==> config.mk <==
export PLATFORM = sky130hd
export DESIGN_NAME = qec_counter
export DESIGN_NICKNAME = d
export VERILOG_FILES = /design/src/hw/qec_pkg.sv /design/src/hw/qec_counter.sv
export SDC_FILE = /design/constraint.sdc
export NUM_CORES = 1
export LEC_CHECK = 0
export BUFFER_PORTS_ARGS = -buffer_cell sky130_fd_sc_hd__buf_2
export CAP_MARGIN = 40
export CORE_ASPECT_RATIO = 0.7
export CORE_MARGIN = 2
export CORE_UTILIZATION = 48
export CTS_BUF_LIST = sky130_fd_sc_hd__clkbuf_8 sky130_fd_sc_hd__clkbuf_16
export DETAILED_ROUTE_END_ITERATION = 6
export PLACE_DENSITY = 0.67
export SYNTH_ARGS = -nofsm -noshare
export SYNTH_HDL_FRONTEND = slang
export SYNTH_SLANG_ARGS = --single-unit
==> constraint.sdc <==
create_clock -name aclk -period 10.2 [get_ports aclk]
set_input_delay 1.53 -clock aclk [delete_from_list [all_inputs] [get_ports aclk]]
set_output_delay 1.53 -clock aclk [all_outputs]
set_load 0.01 [all_outputs]
==> src/hw/qec_pkg.sv <==
// Package for the quadrature up/down counter channel: register map, field
// positions, reset values and shared types.
// Assumes a 32-bit AXI4-Lite register bus and one 100 MHz clock.
package qec_pkg;

  // ------------------------------------------------------------------
  // Register byte offsets
  // ------------------------------------------------------------------
  localparam logic [7:0] ADDR_UNIT_MODE   = 8'h00; // timer_unit_mode_reg
  localparam logic [7:0] ADDR_TIMER_CTRL  = 8'h04; // timer_control_reg
  localparam logic [7:0] ADDR_EDGE_SEL    = 8'h08; // edge_select_reg
  localparam logic [7:0] ADDR_FILTER      = 8'h0C; // noise_filter_reg
  localparam logic [7:0] ADDR_COUNT_MODE  = 8'h10; // count_mode_select
  localparam logic [7:0] ADDR_CMP0        = 8'h14;
  localparam logic [7:0] ADDR_CMP1        = 8'h18;
  localparam logic [7:0] ADDR_CC0         = 8'h1C;
  localparam logic [7:0] ADDR_CC1         = 8'h20;
  localparam logic [7:0] ADDR_COUNTER     = 8'h24; // encoder_counter, read only
  localparam logic [7:0] ADDR_STATE       = 8'h28; // counter_state_reg, read only

  // ------------------------------------------------------------------
  // Field positions
  // ------------------------------------------------------------------
  localparam int UM_UPDOWN_BIT   = 0;  // updown_mode_bit
  localparam int UM_VARIANT_BIT  = 1;  // clear_variant_select
  localparam int UM_CC0_CAP_BIT  = 2;  // 1: capcmp_reg0 captures
  localparam int UM_CC1_CAP_BIT  = 3;
  localparam int TC_ENABLE_BIT   = 0;  // count enable
  localparam int TC_CLR_LO_BIT   = 1;  // clear_source_sel_lo
  localparam int TC_CLR_HI_BIT   = 2;  // clear_source_sel_hi
  localparam int TC_RELOAD_BIT   = 3;  // reload_enable
  localparam int NF_A_INV_BIT    = 0;  // phase_a_invert
  localparam int NF_B_INV_BIT    = 1;  // phase_b_invert
  localparam int NF_WIDTH_LSB    = 2;  // filter width sel 0/1/f
  localparam int ST_DIR_BIT      = 0;  // direction_flag

  // Edge select: two bits per input, 0 none, 1 rise, 2 fall, 3 both.
  localparam int ES_A_LSB   = 0;
  localparam int ES_B_LSB   = 2;
  localparam int ES_CLR_LSB = 4;
  localparam int ES_T0_LSB  = 6;
  localparam int ES_T1_LSB  = 8;

  localparam logic [2:0] MODE_X4 = 3'h7;

  // Clear source codes in variant A.
  localparam logic [1:0] CLRSRC_EXT  = 2'h1;
  localparam logic [1:0] CLRSRC_CMP  = 2'h2;
  localparam logic [1:0] CLRSRC_BOTH = 2'h3;

  localparam logic [15:0] CNT_ZERO = 16'h0000;
  localparam logic [15:0] CNT_MAX  = 16'hFFFF;
  localparam logic [31:0] RST_ZERO = 32'h0000_0000;
  localparam logic [2:0]  FILT_MAX_SEL = 3'h7;

  // Event pulses of the channel.
  typedef struct packed {
    logic cmp0;
    logic cmp1;
    logic cc0;
    logic cc1;
    logic ovf;
    logic udf;
  } qec_irq_s;

  typedef enum logic [1:0] {
    QEC_BUS_IDLE = 2'b00,
    QEC_BUS_RESP = 2'b01
  } qec_bus_e;

endpackage

==> src/hw/qec_counter.sv <==
// Quadrature up/down counter channel with AXI4-Lite registers.
// Assumes encoder and trigger pins are already synchronous to aclk.

module qec_counter #(
  parameter int CW = 16
) (
  input  wire logic              aclk,
  input  wire logic              aresetn,
  input  wire logic [7:0]        s_axi_awaddr,
  input  wire logic              s_axi_awvalid,
  output logic                   s_axi_awready,
  input  wire logic [31:0]       s_axi_wdata,
  input  wire logic [3:0]        s_axi_wstrb,
  input  wire logic              s_axi_wvalid,
  output logic                   s_axi_wready,
  output logic [1:0]             s_axi_bresp,
  output logic                   s_axi_bvalid,
  input  wire logic              s_axi_bready,
  input  wire logic [7:0]        s_axi_araddr,
  input  wire logic              s_axi_arvalid,
  output logic                   s_axi_arready,
  output logic [31:0]            s_axi_rdata,
  output logic [1:0]             s_axi_rresp,
  output logic                   s_axi_rvalid,
  input  wire logic              s_axi_rready,
  input  wire logic              phase_input_a,
  input  wire logic              phase_input_b,
  input  wire logic              external_clear_input,
  input  wire logic              capture_trigger1,
  output qec_pkg::qec_irq_s      irq_o
);

  // ------------------------------------------------------------------
  // Register storage
  // ------------------------------------------------------------------
  logic [3:0]    unit_mode_r;
  logic [3:0]    timer_ctrl_r;
  logic [9:0]    edge_sel_r;
  logic [4:0]    filter_r;
  logic [2:0]    count_mode_r;
  logic [CW-1:0] cmp0_r, cmp1_r, cc0_r, cc1_r;
  logic [CW-1:0] cnt_r;
  logic          dir_r;        // 1 = down.

  // ------------------------------------------------------------------
  // AXI4-Lite slave
  // ------------------------------------------------------------------
  logic       aw_held_r, w_held_r;
  logic [7:0] awaddr_r;
  logic [31:0] wdata_r;
  logic [3:0]  wstrb_r;
  logic        wr_go;
  logic [31:0] wmask;

  // Address and data are latched separately so either may come first.
  always_ff @(posedge aclk) begin
    if (!aresetn) begin
      aw_held_r <= 1'b0;
      w_held_r  <= 1'b0;
      awaddr_r  <= 8'h00;
      wdata_r   <= qec_pkg::RST_ZERO;
      wstrb_r   <= 4'h0;
    end else begin
      if (s_axi_awvalid && s_axi_awready) begin
        aw_held_r <= 1'b1;
        awaddr_r  <= s_axi_awaddr;
      end else if (wr_go) begin
        aw_held_r <= 1'b0;
      end
      if (s_axi_wvalid && s_axi_wready) begin
        w_held_r <= 1'b1;
        wdata_r  <= s_axi_wdata;
        wstrb_r  <= s_axi_wstrb;
      end else if (wr_go) begin
        w_held_r <= 1'b0;
      end
    end
  end

  assign wr_go = aw_held_r && w_held_r && !s_axi_bvalid;
  assign wmask = {{8{wstrb_r[3]}}, {8{wstrb_r[2]}}, {8{wstrb_r[1]}}, {8{wstrb_r[0]}}};

  // Ready flags come from flops; each drops once its item is held.
  always_ff @(posedge aclk) begin
    if (!aresetn) begin
      s_axi_awready <= 1'b0;
      s_axi_wready  <= 1'b0;
      s_axi_bvalid  <= 1'b0;
      s_axi_bresp   <= 2'h0;
    end else begin
      s_axi_awready <= !aw_held_r && !(s_axi_awvalid && s_axi_awready);
      s_axi_wready  <= !w_held_r && !(s_axi_wvalid && s_axi_wready);
      if (wr_go) begin
        s_axi_bvalid <= 1'b1;
        s_axi_bresp  <= (awaddr_r > qec_pkg::ADDR_CC1 || awaddr_r[1:0] != 2'h0)
                        ? 2'h2 : 2'h0;
      end else if (s_axi_bready) begin
        s_axi_bvalid <= 1'b0;
      end
    end
  end

  // Register writes; byte strobes honoured on the low lanes used.
  always_ff @(posedge aclk) begin
    if (!aresetn) begin
      unit_mode_r  <= 4'h0;
      timer_ctrl_r <= 4'h0;
      edge_sel_r   <= 10'h000;
      filter_r     <= 5'h00;
      count_mode_r <= qec_pkg::MODE_X4;
      cmp0_r       <= qec_pkg::CNT_MAX;
      cmp1_r       <= qec_pkg::CNT_MAX;
    end else if (wr_go) begin
      if (awaddr_r == qec_pkg::ADDR_UNIT_MODE) begin
        unit_mode_r <= (unit_mode_r & ~wmask[3:0]) | (wdata_r[3:0] & wmask[3:0]);
      end else if (awaddr_r == qec_pkg::ADDR_TIMER_CTRL) begin
        timer_ctrl_r <= (timer_ctrl_r & ~wmask[3:0]) | (wdata_r[3:0] & wmask[3:0]);
      end else if (awaddr_r == qec_pkg::ADDR_EDGE_SEL) begin
        edge_sel_r <= (edge_sel_r & ~wmask[9:0]) | (wdata_r[9:0] & wmask[9:0]);
      end else if (awaddr_r == qec_pkg::ADDR_FILTER) begin
        filter_r <= (filter_r & ~wmask[4:0]) | (wdata_r[4:0] & wmask[4:0]);
      end else if (awaddr_r == qec_pkg::ADDR_COUNT_MODE) begin
        count_mode_r <= (count_mode_r & ~wmask[2:0]) | (wdata_r[2:0] & wmask[2:0]);
      end else if (awaddr_r == qec_pkg::ADDR_CMP0) begin
        cmp0_r <= (cmp0_r & ~wmask[CW-1:0]) | (wdata_r[CW-1:0] & wmask[CW-1:0]);
      end else if (awaddr_r == qec_pkg::ADDR_CMP1) begin
        cmp1_r <= (cmp1_r & ~wmask[CW-1:0]) | (wdata_r[CW-1:0] & wmask[CW-1:0]);
      end
    end
  end

  // Read channel: one cycle from address accept to data.
  always_ff @(posedge aclk) begin
    if (!aresetn) begin
      s_axi_arready <= 1'b0;
      s_axi_rvalid  <= 1'b0;
      s_axi_rdata   <= qec_pkg::RST_ZERO;
      s_axi_rresp   <= 2'h0;
    end else begin
      s_axi_arready <= !s_axi_rvalid && !(s_axi_arvalid && s_axi_arready);
      if (s_axi_arvalid && s_axi_arready) begin
        s_axi_rvalid <= 1'b1;
        s_axi_rresp  <= 2'h0;
        if (s_axi_araddr == qec_pkg::ADDR_UNIT_MODE) begin
          s_axi_rdata <= {28'h0, unit_mode_r};
        end else if (s_axi_araddr == qec_pkg::ADDR_TIMER_CTRL) begin
          s_axi_rdata <= {28'h0, timer_ctrl_r};
        end else if (s_axi_araddr == qec_pkg::ADDR_EDGE_SEL) begin
          s_axi_rdata <= {22'h0, edge_sel_r};
        end else if (s_axi_araddr == qec_pkg::ADDR_FILTER) begin
          s_axi_rdata <= {27'h0, filter_r};
        end else if (s_axi_araddr == qec_pkg::ADDR_COUNT_MODE) begin
          s_axi_rdata <= {29'h0, count_mode_r};
        end else if (s_axi_araddr == qec_pkg::ADDR_CMP0) begin
          s_axi_rdata <= {16'h0, cmp0_r};
        end else if (s_axi_araddr == qec_pkg::ADDR_CMP1) begin
          s_axi_rdata <= {16'h0, cmp1_r};
        end else if (s_axi_araddr == qec_pkg::ADDR_CC0) begin
          s_axi_rdata <= {16'h0, cc0_r};
        end else if (s_axi_araddr == qec_pkg::ADDR_CC1) begin
          s_axi_rdata <= {16'h0, cc1_r};
        end else if (s_axi_araddr == qec_pkg::ADDR_COUNTER) begin
          s_axi_rdata <= {16'h0, cnt_r};
        end else if (s_axi_araddr == qec_pkg::ADDR_STATE) begin
          s_axi_rdata <= {31'h0, dir_r};
        end else begin
          s_axi_rdata <= qec_pkg::RST_ZERO;
          s_axi_rresp <= 2'h2; // Unmapped address answers SLVERR.
        end
      end else if (s_axi_rready) begin
        s_axi_rvalid <= 1'b0;
      end
    end
  end

  // ------------------------------------------------------------------
  // Input conditioning: inversion, shared noise filter, edge detect
  // ------------------------------------------------------------------
  // Pins: 0 phase A, 1 phase B (shared with trigger 0), 2 clear, 3 trigger 1.
  logic [3:0] raw_in;
  logic [3:0] filt_r, filt_d_r;
  logic [3:0] rise, fall;
  logic [2:0] filt_sel;
  assign filt_sel = filter_r[qec_pkg::NF_WIDTH_LSB +: 3];
  assign raw_in = {capture_trigger1, external_clear_input,
                   phase_input_b ^ filter_r[qec_pkg::NF_B_INV_BIT],
                   phase_input_a ^ filter_r[qec_pkg::NF_A_INV_BIT]};

  // One filter width applies to every pin of the channel; a level must
  // stay stable for one clock more than that width before it is accepted.
  genvar gi;
  generate
    for (gi = 0; gi < 4; gi++) begin : g_filt
      logic [2:0] stab_r;
      always_ff @(posedge aclk) begin
        if (!aresetn) begin
          stab_r         <= 3'h0;
          filt_r[gi]     <= 1'b0;
          filt_d_r[gi]   <= 1'b0;
        end else begin
          filt_d_r[gi] <= filt_r[gi];
          if (raw_in[gi] == filt_r[gi]) begin
            stab_r <= 3'h0;
          end else if (stab_r >= filt_sel) begin
            filt_r[gi] <= raw_in[gi];
            stab_r     <= 3'h0;
          end else begin
            stab_r <= stab_r + 3'h1;
          end
        end
      end
      assign rise[gi] = filt_r[gi] & ~filt_d_r[gi];
      assign fall[gi] = ~filt_r[gi] & filt_d_r[gi];
    end
  endgenerate

  // Valid edge per edge-select pair.
  function automatic logic edge_ok(input logic [1:0] sel, input logic r, input logic f);
    edge_ok = (sel[0] & r) | (sel[1] & f);
  endfunction

  // ------------------------------------------------------------------
  // Count decision
  // ------------------------------------------------------------------
  logic a_ev, b_ev, step, step_dn, updown, x4;
  always_comb begin
    updown  = unit_mode_r[qec_pkg::UM_UPDOWN_BIT] & timer_ctrl_r[qec_pkg::TC_ENABLE_BIT];
    x4      = (count_mode_r == qec_pkg::MODE_X4);
    a_ev    = rise[0] | fall[0];
    b_ev    = rise[1] | fall[1];
    step    = 1'b0;
    step_dn = dir_r;
    if (!updown) begin
      step = 1'b0;
    end else if (x4) begin
      step = a_ev | b_ev;
      if (a_ev && b_ev) begin
        step_dn = dir_r;
      end else if (a_ev) begin
        step_dn = (filt_r[0] == filt_r[1]);
      end else if (b_ev) begin
        step_dn = (filt_r[0] != filt_r[1]);
      end
    end else if (count_mode_r == 3'h4) begin
      step    = edge_ok(edge_sel_r[qec_pkg::ES_A_LSB +: 2], rise[0], fall[0]);
      step_dn = filt_r[1];
    end else if (count_mode_r == 3'h5) begin
      step    = edge_ok(edge_sel_r[qec_pkg::ES_A_LSB +: 2], rise[0], fall[0]) ^
                edge_ok(edge_sel_r[qec_pkg::ES_B_LSB +: 2], rise[1], fall[1]);
      step_dn = ~edge_ok(edge_sel_r[qec_pkg::ES_A_LSB +: 2], rise[0], fall[0]);
    end else if (count_mode_r == 3'h6) begin
      step    = edge_ok(edge_sel_r[qec_pkg::ES_A_LSB +: 2], rise[0], fall[0]);
      step_dn = ~filt_r[1];
    end
  end

  // ------------------------------------------------------------------
  // Counter, clears, reload and event pulses
  // ------------------------------------------------------------------
  logic var_b, m0, m1, ext_clr, clr_a;
  assign var_b   = unit_mode_r[qec_pkg::UM_VARIANT_BIT];
  assign m0      = (cnt_r == cmp0_r);
  assign m1      = (cnt_r == cmp1_r);
  assign ext_clr = updown && !var_b && timer_ctrl_r[qec_pkg::TC_CLR_LO_BIT] &&
                   edge_ok(edge_sel_r[qec_pkg::ES_CLR_LSB +: 2], rise[2], fall[2]);
  assign clr_a   = timer_ctrl_r[qec_pkg::TC_CLR_HI_BIT]; // Compare-0 clear enable.

  // The match is judged on the value held before the step, so every action and pulse,
  // save the compare-0 pulse on a wrap from zero, lands on the count clock after the match.
  always_ff @(posedge aclk) begin
    if (!aresetn) begin
      cnt_r <= qec_pkg::CNT_ZERO;
      irq_o <= '0;
    end else begin
      irq_o <= '0;
      if (ext_clr) begin
        cnt_r <= qec_pkg::CNT_ZERO;
      end else if (step) begin
        if (!var_b) begin
          if (!step_dn && m0 && clr_a) begin
            cnt_r <= qec_pkg::CNT_ZERO;
          end else if (step_dn && cnt_r == qec_pkg::CNT_ZERO &&
                       timer_ctrl_r[qec_pkg::TC_RELOAD_BIT]) begin
            cnt_r <= cmp0_r;
          end else if (step_dn) begin
            cnt_r <= cnt_r - 16'h0001;
          end else begin
            cnt_r <= cnt_r + 16'h0001;
          end
          // Without reload, wrapping from zero onto an all-ones compare 0 also matches.
          irq_o.cmp0 <= m0 || (step_dn && cnt_r == qec_pkg::CNT_ZERO &&
                        cmp0_r == qec_pkg::CNT_MAX &&
                        !timer_ctrl_r[qec_pkg::TC_RELOAD_BIT]);
          irq_o.cmp1 <= m1;
        end else begin
          if (!step_dn && m0) begin
            cnt_r <= qec_pkg::CNT_ZERO;
          end else if (step_dn && m1) begin
            cnt_r <= qec_pkg::CNT_ZERO;
          end else if (step_dn) begin
            cnt_r <= cnt_r - 16'h0001;
          end else begin
            cnt_r <= cnt_r + 16'h0001;
          end
          irq_o.cmp0 <= m0 && !step_dn;
          irq_o.cmp1 <= m1 && step_dn;
        end
        irq_o.ovf <= (cnt_r == qec_pkg::CNT_MAX) && !step_dn;
        irq_o.udf <= (cnt_r == qec_pkg::CNT_ZERO) && step_dn;
      end
      // Capture/compare channels; trigger 0 shares the phase B pin.
      if (unit_mode_r[qec_pkg::UM_CC0_CAP_BIT]) begin
        irq_o.cc0 <= edge_ok(edge_sel_r[qec_pkg::ES_T0_LSB +: 2], rise[1], fall[1]);
      end else begin
        irq_o.cc0 <= step && (cnt_r == cc0_r);
      end
      if (unit_mode_r[qec_pkg::UM_CC1_CAP_BIT]) begin
        irq_o.cc1 <= edge_ok(edge_sel_r[qec_pkg::ES_T1_LSB +: 2], rise[3], fall[3]);
      end else begin
        irq_o.cc1 <= step && (cnt_r == cc1_r);
      end
    end
  end

  // Capture registers latch on their trigger edge, or take a compare
  // value from software when in compare mode.
  always_ff @(posedge aclk) begin
    if (!aresetn) begin
      cc0_r <= qec_pkg::CNT_MAX;
      cc1_r <= qec_pkg::CNT_MAX;
    end else begin
      if (unit_mode_r[qec_pkg::UM_CC0_CAP_BIT]) begin
        if (edge_ok(edge_sel_r[qec_pkg::ES_T0_LSB +: 2], rise[1], fall[1])) begin
          cc0_r <= cnt_r;
        end
      end else if (wr_go && awaddr_r == qec_pkg::ADDR_CC0) begin
        cc0_r <= (cc0_r & ~wmask[CW-1:0]) | (wdata_r[CW-1:0] & wmask[CW-1:0]);
      end
      if (unit_mode_r[qec_pkg::UM_CC1_CAP_BIT]) begin
        if (edge_ok(edge_sel_r[qec_pkg::ES_T1_LSB +: 2], rise[3], fall[3])) begin
          cc1_r <= cnt_r;
        end
      end else if (wr_go && awaddr_r == qec_pkg::ADDR_CC1) begin
        cc1_r <= (cc1_r & ~wmask[CW-1:0]) | (wdata_r[CW-1:0] & wmask[CW-1:0]);
      end
    end
  end

  // Direction flag follows the decoded direction each clock, holding
  // when no count step happens; 1 means counting down.
  always_ff @(posedge aclk) begin
    if (!aresetn) begin
      dir_r <= 1'b0;
    end else if (step) begin
      dir_r <= step_dn;
    end
  end

endmodule // qec_counter

==> results of run 1 <==
[cell usage after synthesis (4+ instances only)]
| cell type | count |
|---|---|
| nand2_1 | 209 |
| dfxtp_1 | 184 |
| a21oi_1 | 109 |
| nor2_1 | 86 |
| xnor2_1 | 59 |
| clkbuf_1 | 49 |
| mux2i_1 | 47 |
| nand3_1 | 42 |
| ha_1 | 36 |
| o211ai_1 | 36 |
| o21ai_0 | 36 |
| xor2_1 | 29 |
| nand4_1 | 26 |
| buf_4 | 25 |
| inv_1 | 24 |
| nor3_1 | 17 |
| buf_2 | 16 |
| a221oi_1 | 15 |
| a22oi_1 | 14 |
| nor4_1 | 11 |
| nand2b_1 | 10 |
| a211oi_1 | 9 |
| a21o_1 | 9 |
| a21oi_2 | 9 |
| a22o_1 | 9 |
| and2_1 | 9 |
| o21ai_1 | 9 |
| o22ai_1 | 9 |
| a22oi_2 | 8 |
| and3_1 | 6 |
| buf_1 | 6 |
| nand3b_1 | 6 |
| a222oi_1 | 5 |
| a31oi_1 | 4 |
| o221ai_1 | 4 |
| o31ai_1 | 4 |
| or4_1 | 4 |
[stage by stage]
stage	hold WS, ps	setup slack, ps	total power, mW	instances
after floorplan	417	6460	0.803	1253
after global placement	430	6030	0.829	1512
after detailed placement	436	5910	0.830	1522
after CTS	451	5860	1.50	1554
after global routing	473	5550	1.54	1555
final	445	5810	1.50	1555
[area by class of cell]
cell class | instances | share of cell area
Timing Repair Buffer | 91 | 0.0451
Inverter | 26 | 0.00874
Sequential cell | 184 | 0.330
Tap cell | 276 | 0.0309
Multi-Input combinational cell | 946 | 0.531
Clock inverter | 15 | 0.0160
Clock buffer | 17 | 0.0381
[per-layer routing]
layer	part of all wire	GRT usage	up-vias
li1	-	-	4426
met1	0.48	0.422	4316
met2	0.40	0.391	428
met3	0.10	0.0782	49
met4	0.019	0.0728	2
met5	0.00059	0	-
[cells by family after synthesis]
kind of cell	after synthesis	synth area share
buffers and inverters	123	0.0576
other	1	0.000371
muxes	47	0.0465
adders and majority gates	37	0.0465
xor gates and xnor gates	88	0.0762
AOI/OAI and AO/OA	311	0.207
and+or+nand+nor	445	0.201
DFF	184	0.364
[worst paths after layout]
kind	slack (ps)	cells past startpoint	end
setup / recovery	5810	15	cnt_r[14]
hold / removal	440	1	g_filt[2].stab_r[0]
setup reg to reg	5810	15	cnt_r[14]
hold reg to reg	440	1	g_filt[2].stab_r[0]
[where the power goes]
part | total (mW) | internal [mW] | switching, mW | leakage, nW
combinational | 0.0720 | 0.0240 | 0.0480 | 2.85
sequential | 0.743 | 0.727 | 0.0153 | 1.49
clock | 0.683 | 0.352 | 0.331 | 0.294
[critical path, cell delays in order, from the launching register on]
cell      delay [ps]
dfxtp_1          430
inv_1            130
ha_1             340
nor2b_1          170
mux2i_1          320
a21oi_2          120
or2_1            330
inv_2            360
ha_1             360
and2_1           160
nor2b_1          140
a211oi_1         360
o31ai_1          200
or4_1            440
and3_1           220
o31ai_1          230
==> results.sh, run 1 <==
export IMPL_synth_cell_area_um2=10100
export IMPL_clk_latency_ps=450
export IMPL_multi_input_area_um2=5930
export IMPL_fin_skew_ps=12.8
export IMPL_root_buffer="clkbuf_16"
export IMPL_dr_pass1_iters=5
export IMPL_ir_drop_v=0.000129
export IMPL_rsz0062_at_grt="false"
export IMPL_crit_fanout=20
export IMPL_required_ps=10560
export IMPL_n_fill_cell=1998
export IMPL_drive_above_1_share=0.121
export IMPL_cts_setup_buffers=0
export IMPL_synth_area_top_cells="dfxtp_1 (36%), nand2_1 (7.8%), a21oi_1 (5.4%)"
export IMPL_wl_um=30700
export IMPL_setup_viol_count_final=0
export IMPL_cts_resized_gates=0
export IMPL_drc_errors=0
export IMPL_ff_latch_area_um2=3680
export IMPL_r2r_start="filt_r[1]"
export IMPL_synthToLayoutAreaGrowth_pct=10.3
export IMPL_worst_pin_slew_ps=942
export IMPL_p_leak_nw=4.63
export IMPL_final_common_cell="nand2_1"
export IMPL_syn_avg_cell_area_um2=8.19
export IMPL_fmax_mhz=228
export IMPL_nets=1366
export IMPL_hold_class="register to register"
export IMPL_maxCapViolCount=0
export IMPL_ys_warn_count=0
export IMPL_dp_hpwl_um=22600
export IMPL_post_drt_wl_per_cell_um=19.8
export IMPL_drtIter0Drc=918
export IMPL_antennaDiodeCount=0
export IMPL_ys_seq_elements=184
export IMPL_crit_path_end_kind="register"
export IMPL_track_usage=0.281
export IMPL_synth_cells=1236
export IMPL_clock_sinks=184
export IMPL_grt_start_max_net_pins=73
export IMPL_synth_seq_area_share=0.364
export IMPL_yosysTopAreaCell="dfxtp_1"
export IMPL_vias=9221
export IMPL_crit_path_start_kind="register"
export IMPL_criticalPathCategory="register to register"
export IMPL_ios=110
export IMPL_place_area_um2=10600
export IMPL_maxSlewViolCount=0
export IMPL_portBuffers=73
export IMPL_rows=44
export IMPL_final_cell_area_um2=11200
export IMPL_coreArea_um2=20700
export IMPL_final_cell_mix="nand2_1 (209), dfxtp_1 (184), a21oi_1 (109)"
export IMPL_arrival_ps=4760
export IMPL_dieArea_um2=22300
export IMPL_htree_levels=4
export IMPL_finalCritPeriodShare=0.431
export IMPL_vias_per_cell=5.93
export IMPL_period_minus_slack_ps=4390
export IMPL_hold_viol=0
export IMPL_fp_dieH_um=125
export IMPL_die_w_um=178
export IMPL_yosysTopAreaCellShare=0.364
export IMPL_maxSlewHeadroom=0.370
export IMPL_cts_buffers=17
export IMPL_finish_utilization=0.539
export IMPL_cp_startpoint="filt_r[1]"
export IMPL_floorplan_initialDensity=0.489
export IMPL_routabilityCongestion=0.971
export IMPL_worstHoldStart="g_filt[2].stab_r[0]"
export IMPL_grt_pass1_vias=8327
export IMPL_status="finished, final reports clean"
export IMPL_clkSlewWorstSetupHoldPaths_ps=70
export IMPL_synthFlopType="dfxtp_1"
export IMPL_antenna_found_initial=1
export IMPL_setup_tns_ps=0
export IMPL_grt_pass1_wl_um=48300
export IMPL_cts_tree="yes"
export IMPL_ant_nets=0
export IMPL_ys_async_sr_fraction=0
export IMPL_synth_edff_count=0
export IMPL_cts_hold_buf=0
export IMPL_grt_overflow=0
export IMPL_powerDensity_nw_per_um2=134
export IMPL_ys_types=69
export IMPL_clockBufferDepth=2
Note: power is estimated with default switching activity, not from simulation.
==> inputs of run 2 (changes only) <==
PLACE_DENSITY = 0.7   (was 0.67)
clock period = 3.9 ns   (was 10.2 ns; I/O delays follow)
==> run 2 against run 1 <==
  * Utilization up 0.86 points
  * Sequential power increased to 2.6 times the previous value
  * Maximum frequency increased by 18%
  * Final cell count up 0.77%
  * Sequential share of layout area decreased by 0.50 points
  * Clock skew rose by 2.7 ps
  * Via count is 2.0% higher
==> results.sh, run 2 (synthesis results as in run 1) <==
export IMPL_status="finished, final reports clean"
export IMPL_cp_startpoint="filt_r[0]"
export IMPL_powerDensity_nw_per_um2=358
export IMPL_combPwrFrac=0.048
export IMPL_root_buffer="clkbuf_16"
export IMPL_hold_class="input port to register"
export IMPL_vias_per_cell=6.00
export IMPL_clk_latency_ps=450
export IMPL_required_ps=4240
export IMPL_grt_pass1_wl_um=48000
export IMPL_clockBufferDepth=2
export IMPL_p_leak_nw=4.72
export IMPL_arrival_ps=4060
export IMPL_maxSlewViolCount=0
export IMPL_swShare=0.247
export IMPL_maxSlewHeadroom=0.382
export IMPL_post_drt_wl_per_cell_um=19.7
export IMPL_cts_buffers=17
export IMPL_routabilityCongestion=0.961
export IMPL_n_fill_cell=1966
export IMPL_hold_viol=0
export IMPL_synthToLayoutAreaGrowth_pct=12.1
export IMPL_cts_tree="yes"
export IMPL_ff2ff_path_depth=16
export IMPL_p_clk_frac=0.473
export IMPL_fmax_mhz=269
export IMPL_dp_hpwl_um=22400
export IMPL_drive_above_1_share=0.137
export IMPL_worst_pin_slew_ps=926
export IMPL_grt_pass1_vias=8378
export IMPL_dieArea_um2=22300
export IMPL_crit_end="cnt_r[15]"
export IMPL_floorplan_initialDensity=0.489
export IMPL_ant_nets=0
export IMPL_seqPwrFrac=0.479
export IMPL_finish_utilization=0.548
export IMPL_criticalPathCategory="register to register"
export IMPL_antenna_found_initial=0
export IMPL_die_w_um=178
export IMPL_dr_pass1_iters=6
export IMPL_fp_dieH_um=125
export IMPL_antennaDiodeCount=0
export IMPL_finalNonFillerCells=1567
export IMPL_total_power_mw=4.06
export IMPL_cts_setup_buffers=0
export IMPL_placedCellCount=1535
export IMPL_p_sw_mw=1.00
export IMPL_rows=44
export IMPL_reg2reg_slack_ps=180
export IMPL_vias=9406
export IMPL_wl_um=30900
export IMPL_grt_start_max_net_pins=69
export IMPL_p_int_mw=3.05
export IMPL_coreArea_um2=20700
export IMPL_ios=110
export IMPL_setup_viol_count_final=0
export IMPL_period_minus_slack_ps=3720
export IMPL_r2r_end="cnt_r[15]"
export IMPL_hold_depth=3
export IMPL_htree_levels=4
export IMPL_clkSlewWorstSetupHoldPaths_ps=70
export IMPL_clock_sinks=184
export IMPL_finalCritPeriodShare=0.954
export IMPL_r2r_start="filt_r[0]"
export IMPL_ir_drop_v=0.000322
export IMPL_fin_skew_ps=15.5
export IMPL_portBuffers=73
export IMPL_maxCapViolCount=0
export IMPL_final_common_cell="nand2_1"
export IMPL_drtIter0Drc=1199
export IMPL_crit_path_start_kind="register"
export IMPL_crit_fanout=17
export IMPL_crit_path_end_kind="register"
export IMPL_drc_errors=0
export IMPL_grt_overflow=0
export IMPL_final_cell_mix="nand2_1 (209), dfxtp_1 (182), a21oi_1 (109)"
export IMPL_rsz0062_at_grt="false"
export IMPL_cts_hold_buf=0
export IMPL_track_usage=0.279
export IMPL_nets=1378
[run 2: cell count changes in the layout (fill, tap and decap cells not counted), moves of 2 or more]
cell	change
inv_8	-2
buf_4	+15
a211oi_2	+2
clkbuf_8	+3
ha_4	+2
ha_1	-2
clkinv_8	-2
a211oi_1	-2
bufinv_16	+2
buf_6	-2
dfxtp_1	-2
dfxtp_2	+2
[run 2: per-layer routing]
layer	vias to the layer above	part of all wire	global-route usage
met1	4393	0.46	0.417
met5	-	0	0
met3	41	0.11	0.0809
li1	4454	-	-
met2	518	0.41	0.387
met4	0	0.018	0.0771
[run 2: power groups by stage]
| stage | Combinational [mW] | Sequential, mW | Clock, mW |
|---|---|---|---|
| 3_3_place_gp | 0.182 | 1.99 | 0 |
| 6_report | 0.193 | 1.95 | 1.92 |
| 4_1_cts | 0.186 | 1.94 | 1.93 |
| 2_1_floorplan | 0.135 | 1.96 | 0 |
| 3_5_place_dp | 0.185 | 1.99 | 0 |
| 5_1_grt | 0.212 | 1.95 | 2.02 |
[run 2: what timing repair did]
item                       in CTS  in global routing
gates resized for setup         4                  9
pin swaps                       0                  3
setup endpoints to repair       2                  6
[run 2: final cells by class]
cell class | count | area (um^2) | area share
multi-input combinational | 946 | 5980 | 0.527
sequential | 184 | 3690 | 0.325
inverter | 26 | 100 | 0.00883
clock inverter | 12 | 176 | 0.0156
clock buffer | 20 | 467 | 0.0412
timing repair buffer | 103 | 588 | 0.0519
tap | 276 | 345 | 0.0305
[run 2: through the flow]
stage               hold slack [ps]  area [um^2]  TNS [ps]  setup WS [ps]
finish                          370        11300         0            181
detailed placement              434        10600     -67.9          -57.2
floorplan                       417        10200         0            163
global route                    365        11300         0           12.7
CTS                             364        11300     -4.45          -4.45
global placement                431        10600         0           80.1
[run 2: worst max-delay path, stage by stage (launching register included)]
cell and delay, ps:
dfxtp_2 340, inv_1 170, ha_4 240, nor2b_2 170
o311a_4 380, a21oi_4 190, or2_4 160, inv_4 90
buf_4 170, ha_1 300, a211oi_2 230, o211a_1 270
o211ai_1 160, a31oi_2 270, xnor2_1 160, nor2_1 60
o311ai_1 250
[run 2: how the worst min path moves through the flow]
stage                             start                  end  slack (ps)
finish                   s_axi_wdata[7]           wdata_r[7]         370
global route            s_axi_awaddr[0]          awaddr_r[0]         360
CTS                     s_axi_awaddr[2]          awaddr_r[2]         360
detailed placement  g_filt[1].stab_r[0]  g_filt[1].stab_r[0]         430
global placement    g_filt[1].stab_r[0]  g_filt[1].stab_r[0]         430
floorplan           g_filt[0].stab_r[0]  g_filt[0].stab_r[0]         420
